File: config.mk
export PLATFORM = sky130hd
export DESIGN_NAME = rps_remappable_pin_select
export DESIGN_NICKNAME = d
export VERILOG_FILES = /design/src/rtl/rps_pkg.sv /design/src/rtl/rps_route_if.sv /design/src/rtl/rps_route_core.sv /design/src/rtl/rps_remappable_pin_select.sv
export SDC_FILE = /design/constraint.sdc
export NUM_CORES = 1
export LEC_CHECK = 0
export ABC_AREA = 1
export BUFFER_PORTS_ARGS = -buffer_cell sky130_fd_sc_hd__buf_4
export CORE_AREA = 5 5 112 114
export DETAILED_ROUTE_END_ITERATION = 16
export DIE_AREA = 0 0 117 119
export PLACE_DENSITY_LB_ADDON = 0.12
export SETUP_SLACK_MARGIN = 0.2
export SLEW_MARGIN = 10
export SYNTH_ARGS = -nofsm -noshare
export SYNTH_HDL_FRONTEND = slang
export SYNTH_SLANG_ARGS = --single-unit
File: constraint.sdc
create_clock -name sys_clk -period 4.5 [get_ports sys_clk]
set_input_delay 0.225 -clock sys_clk [delete_from_list [all_inputs] [get_ports sys_clk]]
set_output_delay 0.225 -clock sys_clk [all_outputs]
set_load 0.005 [all_outputs]
File: src/rtl/rps_pkg.sv
// shared constants for the remappable pin select block
package rps_pkg;
	// register byte offsets on the register bus
	localparam logic [7:0] RPS_IRQ1_ROUTE_OFS  = 8'h00;
	localparam logic [7:0] RPS_PIN5657_OFS     = 8'h04;
	// field positions
	localparam int         RPS_IRQ1_CODE_LSB   = 8;
	localparam int         RPS_IRQ1_CODE_W     = 7;
	localparam int         RPS_PIN57_CODE_LSB  = 8;
	localparam int         RPS_PIN56_CODE_LSB  = 0;
	localparam int         RPS_FN_CODE_W       = 6;
	// reset values
	localparam logic [6:0] RPS_IRQ1_CODE_RST   = 7'h00;
	localparam logic [5:0] RPS_FN_CODE_RST     = 6'h00;
	// input source codes
	localparam logic [6:0] RPS_SRC_TIED_LOW    = 7'h00;
	localparam logic [6:0] RPS_SRC_COMPARATOR1 = 7'h01;
	localparam logic [6:0] RPS_SRC_PIN_121     = 7'h79;
	// output function code that leaves the pin to its port latch
	localparam logic [5:0] RPS_FN_PORT_CTRL    = 6'h00;
	// bus responses
	localparam logic [1:0] RPS_RESP_OKAY       = 2'h0;
	localparam logic [1:0] RPS_RESP_SLVERR     = 2'h2;
endpackage

File: src/rtl/rps_route_if.sv
// selection codes passed from the register file to the routing logic
`timescale 1ns/100ps
interface rps_route_if;
	logic [6:0] ext_irq1_source_code;
	logic [5:0] pin56_function_code;
	logic [5:0] pin57_function_code;
	modport regs (output ext_irq1_source_code, output pin56_function_code,
		output pin57_function_code);
	modport core (input ext_irq1_source_code, input pin56_function_code,
		input pin57_function_code);
endinterface

File: src/rtl/rps_route_core.sv
// input and output routing multiplexers, all outputs registered
`timescale 1ns/100ps
module rps_route_core
	import rps_pkg::*;
#(
	parameter int NUM_IN = 128,
	parameter int NUM_FN = 64
) (
	input  wire logic              sys_clk,
	input  wire logic              reset_n,
	rps_route_if.core              route,
	input  wire logic              comparatorOneOutput,
	input  wire logic [NUM_IN-1:0] remapPinIn,
	input  wire logic [NUM_FN-1:0] periphFuncOut,
	input  wire logic [1:0]        portLatch,
	output logic                   externalIrq1,
	output logic [1:0]             remapPinOut,
	output logic [1:0]             remapPinDriven
);
	// pick one peripheral function bit by its code
	function automatic logic fnPick(input logic [5:0] code, input logic [NUM_FN-1:0] fn);
		fnPick = fn[code];
	endfunction

	logic       irq_reg;
	logic       irq_next;
	logic [1:0] pinOut_reg;
	logic [1:0] pinOut_next;
	logic [1:0] pinDrv_reg;
	logic [1:0] pinDrv_next;
	logic [5:0] fnCode [2];
	logic [1:0] fnSel;

	assign fnCode[0] = route.pin56_function_code;
	assign fnCode[1] = route.pin57_function_code;

	// interrupt source select
	always_comb begin
		case (route.ext_irq1_source_code)
			RPS_SRC_TIED_LOW:    irq_next = 1'b0;
			RPS_SRC_COMPARATOR1: irq_next = comparatorOneOutput;
			default:             irq_next = remapPinIn[route.ext_irq1_source_code];
		endcase
	end

	// one output slot per remappable pin
	genvar g;
	generate
		for (g = 0; g < 2; g++) begin : gPin
			assign fnSel[g] = fnPick(fnCode[g], periphFuncOut);
			always_comb begin
				if (fnCode[g] == RPS_FN_PORT_CTRL) begin
					pinOut_next[g] = portLatch[g];
					pinDrv_next[g] = 1'b0;
				end else begin
					pinOut_next[g] = fnSel[g];
					pinDrv_next[g] = 1'b1;
				end
			end
		end
	endgenerate

	// registered so pins never see mux glitches, at one cycle of latency
	always_ff @(posedge sys_clk or negedge reset_n) begin
		if (!reset_n) begin
			irq_reg    <= 1'b0;
			pinOut_reg <= 2'h0;
			pinDrv_reg <= 2'h0;
		end else begin
			irq_reg    <= irq_next;
			pinOut_reg <= pinOut_next;
			pinDrv_reg <= pinDrv_next;
		end
	end

	assign externalIrq1   = irq_reg;
	assign remapPinOut    = pinOut_reg;
	assign remapPinDriven = pinDrv_reg;
endmodule

File: src/rtl/rps_remappable_pin_select.sv
// remappable pin select: register file on the register bus plus routing
`timescale 1ns/100ps
module rps_remappable_pin_select
	import rps_pkg::*;
#(
	parameter int NUM_IN = 128,
	parameter int NUM_FN = 64
) (
	input  wire logic              sys_clk,
	input  wire logic              reset_n,
	input  wire logic [7:0]        s_axi_awaddr,
	input  wire logic              s_axi_awvalid,
	output logic                   s_axi_awready,
	input  wire logic [31:0]       s_axi_wdata,
	input  wire logic [3:0]        s_axi_wstrb,
	input  wire logic              s_axi_wvalid,
	output logic                   s_axi_wready,
	output logic [1:0]             s_axi_bresp,
	output logic                   s_axi_bvalid,
	input  wire logic              s_axi_bready,
	input  wire logic [7:0]        s_axi_araddr,
	input  wire logic              s_axi_arvalid,
	output logic                   s_axi_arready,
	output logic [31:0]            s_axi_rdata,
	output logic [1:0]             s_axi_rresp,
	output logic                   s_axi_rvalid,
	input  wire logic              s_axi_rready,
	input  wire logic              comparatorOneOutput,
	input  wire logic [NUM_IN-1:0] remapPinIn,
	input  wire logic [NUM_FN-1:0] periphFuncOut,
	input  wire logic [1:0]        portLatch,
	output logic                   externalIrq1,
	output logic [1:0]             remapPinOut,
	output logic [1:0]             remapPinDriven
);
	rps_route_if route ();

	logic [6:0]  irqCode_reg;
	logic [6:0]  irqCode_next;
	logic [5:0]  pin56Code_reg;
	logic [5:0]  pin56Code_next;
	logic [5:0]  pin57Code_reg;
	logic [5:0]  pin57Code_next;
	logic        awready_reg;
	logic        awready_next;
	logic        bvalid_reg;
	logic        bvalid_next;
	logic [1:0]  bresp_reg;
	logic [1:0]  bresp_next;
	logic        arready_reg;
	logic        arready_next;
	logic        rvalid_reg;
	logic        rvalid_next;
	logic [31:0] rdata_reg;
	logic [31:0] rdata_next;
	logic [1:0]  rresp_reg;
	logic [1:0]  rresp_next;
	logic        wrFire;
	logic        rdFire;

	// both write channels are taken together in one handshake
	assign wrFire = awready_reg && s_axi_awvalid && s_axi_wvalid;
	assign rdFire = arready_reg && s_axi_arvalid;

	// write side: accept, update fields, answer
	always_comb begin
		irqCode_next   = irqCode_reg;
		pin56Code_next = pin56Code_reg;
		pin57Code_next = pin57Code_reg;
		bvalid_next    = bvalid_reg && !s_axi_bready;
		bresp_next     = bresp_reg;
		// ready only when no answer pending, so one write is under way
		awready_next   = !awready_reg && !bvalid_reg && s_axi_awvalid && s_axi_wvalid;
		if (wrFire) begin
			bvalid_next = 1'b1;
			bresp_next  = RPS_RESP_OKAY;
			case (s_axi_awaddr)
				RPS_IRQ1_ROUTE_OFS: begin
					if (s_axi_wstrb[1]) begin
						irqCode_next = s_axi_wdata[RPS_IRQ1_CODE_LSB +: RPS_IRQ1_CODE_W];
					end
				end
				RPS_PIN5657_OFS: begin
					// pin 57 field in upper lane
					if (s_axi_wstrb[1]) begin
						pin57Code_next = s_axi_wdata[RPS_PIN57_CODE_LSB +: RPS_FN_CODE_W];
					end
					// pin 56 field in lower lane
					if (s_axi_wstrb[0]) begin
						pin56Code_next = s_axi_wdata[RPS_PIN56_CODE_LSB +: RPS_FN_CODE_W];
					end
				end
				default: bresp_next = RPS_RESP_SLVERR;
			endcase
		end
	end

	// read side: capture address, return data next cycle
	always_comb begin
		arready_next = !arready_reg && !rvalid_reg && s_axi_arvalid;
		rvalid_next  = rvalid_reg && !s_axi_rready;
		rdata_next   = rdata_reg;
		rresp_next   = rresp_reg;
		if (rdFire) begin
			rvalid_next = 1'b1;
			rdata_next  = 32'h0000_0000;
			rresp_next  = RPS_RESP_OKAY;
			case (s_axi_araddr)
				RPS_IRQ1_ROUTE_OFS: rdata_next[RPS_IRQ1_CODE_LSB +: RPS_IRQ1_CODE_W] = irqCode_reg;
				RPS_PIN5657_OFS: begin
					rdata_next[RPS_PIN57_CODE_LSB +: RPS_FN_CODE_W] = pin57Code_reg;
					rdata_next[RPS_PIN56_CODE_LSB +: RPS_FN_CODE_W] = pin56Code_reg;
				end
				default: rresp_next = RPS_RESP_SLVERR;
			endcase
		end
	end

	// register stage; all selections reset to zero
	always_ff @(posedge sys_clk or negedge reset_n) begin
		if (!reset_n) begin
			irqCode_reg   <= RPS_IRQ1_CODE_RST;
			pin56Code_reg <= RPS_FN_CODE_RST;
			pin57Code_reg <= RPS_FN_CODE_RST;
			awready_reg   <= 1'b0;
			bvalid_reg    <= 1'b0;
			bresp_reg     <= RPS_RESP_OKAY;
			arready_reg   <= 1'b0;
			rvalid_reg    <= 1'b0;
			rdata_reg     <= 32'h0000_0000;
			rresp_reg     <= RPS_RESP_OKAY;
		end else begin
			irqCode_reg   <= irqCode_next;
			pin56Code_reg <= pin56Code_next;
			pin57Code_reg <= pin57Code_next;
			awready_reg   <= awready_next;
			bvalid_reg    <= bvalid_next;
			bresp_reg     <= bresp_next;
			arready_reg   <= arready_next;
			rvalid_reg    <= rvalid_next;
			rdata_reg     <= rdata_next;
			rresp_reg     <= rresp_next;
		end
	end

	// bus outputs straight from the registers
	assign s_axi_awready = awready_reg;
	assign s_axi_wready  = awready_reg;
	assign s_axi_bvalid  = bvalid_reg;
	assign s_axi_bresp   = bresp_reg;
	assign s_axi_arready = arready_reg;
	assign s_axi_rvalid  = rvalid_reg;
	assign s_axi_rdata   = rdata_reg;
	assign s_axi_rresp   = rresp_reg;

	assign route.ext_irq1_source_code = irqCode_reg;
	assign route.pin56_function_code  = pin56Code_reg;
	assign route.pin57_function_code  = pin57Code_reg;

	rps_route_core #(
		.NUM_IN (NUM_IN),
		.NUM_FN (NUM_FN)
	) uCore (
		.sys_clk             (sys_clk),
		.reset_n             (reset_n),
		.route               (route.core),
		.comparatorOneOutput (comparatorOneOutput),
		.remapPinIn          (remapPinIn),
		.periphFuncOut       (periphFuncOut),
		.portLatch           (portLatch),
		.externalIrq1        (externalIrq1),
		.remapPinOut         (remapPinOut),
		.remapPinDriven      (remapPinDriven)
	);
endmodule

==> results.md <==
- PwrDens: roughly 160 mW/mm2
- P&R area growth vs syn: 40.2%
- Starting Density: about two fifths
- Final worst-path cycle share: 50.4%
- Antenna violations before repair: 0
- IO Pins: 300
- Number of synthesized flops with an enable pin: 0
- Worst Path Required: 4.72 ns
- Startpoint Class: flop
- Worst hold path class: in2reg
- Hold Path Origin: s_axi_bready
- Worst ir drop on vdd: 0.000166 V
- CP Data Arrival Time: 2.49 ns
- Most common cell after layout, fill and taps aside: nand2_1
- LEAKAGE: 0.00355 uW
- Measured slew at the worst slew-check pin: approximately 1.1 ns
- Async set-reset flop share out of synthesis: 100%
- Leading area contributor after synthesis: dfrtp_1
- Clock-pin transition on the worst setup and hold timing paths: ~0.060 ns
- Commonest cells after routing, fill and taps aside: nand2_1 (262), buf_4 (261), o21ai_0 (90)
- Vias: 5973
- RR Endpoint: uCore.remapPinOut[1]
- Hold endpoint: s_axi_bvalid
- Yosys top cell area share: between 20% and 30%
- Final Max Tran Viols: 0
- Die Height: 119 um
- Post-Route WL: 17700 um
- Slew margin rel.: between 20% and 30%
- Clock Skews: 0.0116 ns
- Nets: 1300
- Most used DFF post-synth: dfrtp_1
- Ant diodes: 0
- Reg2Reg Depth: 10
- WL/cell: 14.9 um
- Synth unique cells: 34
- Clk_lat worst skew: 0.29 ns
- Sequential share of the synthesized area: 22.8%
- Number of flip-flops under the largest register name: 13
- # port buffers: roughly 260
- Largest net degree at the start of global routing: 70
- Final hold vios: 0
- Die W: 117 um
- CTS tree: built
- Pre-CTS setup slack: 2.27 ns
- TNS Setup: 0 ns
- Status: finished, final reports clean
- Post-synthesis cell area: 0.00473 mm2
- Clock buffer depth: 2
- Worst reg2reg setup slack: 2.23 ns
- Area contributors post-synth: dfrtp_1 (23%), nand2_1 (21%), o21ai_0 (9.5%)
- DRC: 0
- Row count: 39
- Synth warnings: 0
- Gr ovfl total: 0
- Reg-to-Reg Start: pin57Code_reg[1]
- Final HPWL DP: 13900 um
- Vias in the first global route: 5583
- Global-route wire length before repair: 27700 um
- Gpl congestion: 0.884
- Min Tclk post-route: 2.27 ns
- Mapped Avg Cell Area: between 5 and 6 um2
- Crit end category: flop
- Total CTS buffers: 5
- Maximum fanout along the worst path: 29
- Max_cap viols: 0
- Core ar.: 0.0113 mm2
- Core Util, Final: 58.6%
- CTS Root Cell: clkbuf_16
- Final setup violating endpoints: 0
- Detailed Route Iter0 Violations: 373
- WHS Path Cells: 2
- RSZ-0062 raised after global routing: no
- FMAX: 0.440 GHz
- Setup CP Type: reg2reg
- Global Route Usage Sum: 24.2%
- Cells after Synth: between 800 and 900
- First-pass DRT Iterations: 5
- Fin worst setup slack: 2.23 ns
- Number of clock sinks: 43
- Layout cells sized above 1: between 20% and 30%
- Antenna Nets Post-Route: 0
- Die ar.: 0.0139 mm2
- H-tree depth: 2
- Register bit count reported by yosys: between 40 and 50
- Vias/cell: about 5
## stage by stage
step / cell area, um2 / power [uW] / instances / hold WS (ns)
after floorplan: 4800 / 508 / 849 / -0.0706
after detailed placement: 6470 / 693 / 1181 / 0.263
final: 6630 / 1050 / 1190 / 0.127
after global placement: 6470 / 692 / 1181 / 0.259
after CTS: 6630 / 1060 / 1190 / 0.129
after global routing: 6630 / 1110 / 1190 / 0.140
## final cells by class
type                            count  area [um2]
Fill cell                        1176        4690
Multi-Input combinational cell    646        2920
Timing Repair Buffer              262        1970
Sequential cell                    43        1080
Inverter                           88         335
Tap cell                          143         179
Clock buffer                        5         125
Clock inverter                      3        23.8
## metal layers
| metal | share of wire, % | GRT usage (%) |
|---|---|---|
| met1 | 39 | 29.6 |
| met2 | 48 | 41.0 |
| met3 | 9.7 | 5.38 |
| met4 | 3.3 | 9.03 |
| met5 | 0 | 0 |
## how the worst max path moves through the flow
stage / endpoint / start / cells past startpoint / slack (ns)
6_report: uCore.remapPinOut[1] / pin57Code_reg[1] / 10 / 2.23
5_1_grt: uCore.remapPinOut[0] / pin56Code_reg[0] / 12 / 1.95
4_1_cts: uCore.remapPinOut[1] / pin57Code_reg[1] / 10 / 2.25
3_5_place_dp: uCore.remapPinOut[1] / pin57Code_reg[1] / 10 / 2.27
3_3_place_gp: uCore.remapPinOut[1] / pin57Code_reg[1] / 10 / 2.23
2_1_floorplan: uCore.externalIrq1 / irqCode_reg[0] / 13 / 3.03
## worst max-delay path, stage by stage (launching register included)
cell      delay [ns]
dfrtp_1         0.95
inv_1           0.35
nor2_1          0.17
o21ai_0         0.09
a21boi_0        0.23
nor2_1          0.07
nand2_1         0.06
nand3_1         0.06
nand2_1         0.10
nand2_1         0.07
nand2_1         0.06
## what timing repair did
action                                 in CTS  in global routing
hold buffers                                1                  0
endpoints found under the hold margin      43                  0
gates resized for setup                     0                  0
setup buffers                               0                  0
## where the power goes
| part | internal [uW] | switching (uW) | total [uW] | leakage [uW] |
|---|---|---|---|---|
| sequential | 394 | 5.77 | 400 | 0.000576 |
| clock | 208 | 160 | 368 | 0.0000664 |
| combinational | 173 | 114 | 286 | 0.00291 |
## kinds of logic after synthesis
group,count (synthesis),share of synthesized area (%)
flops,43,22.8
simple gates,439,38.2
buf+inv,160,17.1
mux,6,1.43
other cells,1,0.0793
compound gates,180,20.5
## cells in the mapped netlist (2+ instances only)
master and count:
clkbuf_1 8, a21oi_1 39, nor2_2 2, mux2_2 6
nor2_1 86, nor3_1 2, clkbuf_2 2, o31ai_1 8
buf_4 31, buf_2 24, o211ai_1 11, inv_2 2
o21ai_1 23, nand3_1 77, buf_6 7, dfrtp_1 43
inv_1 83, o22ai_1 6, nand4_1 3, nand2_1 262
inv_4 2, o21ai_0 90
No activity file was read; power rests on OpenSTA's default activity.
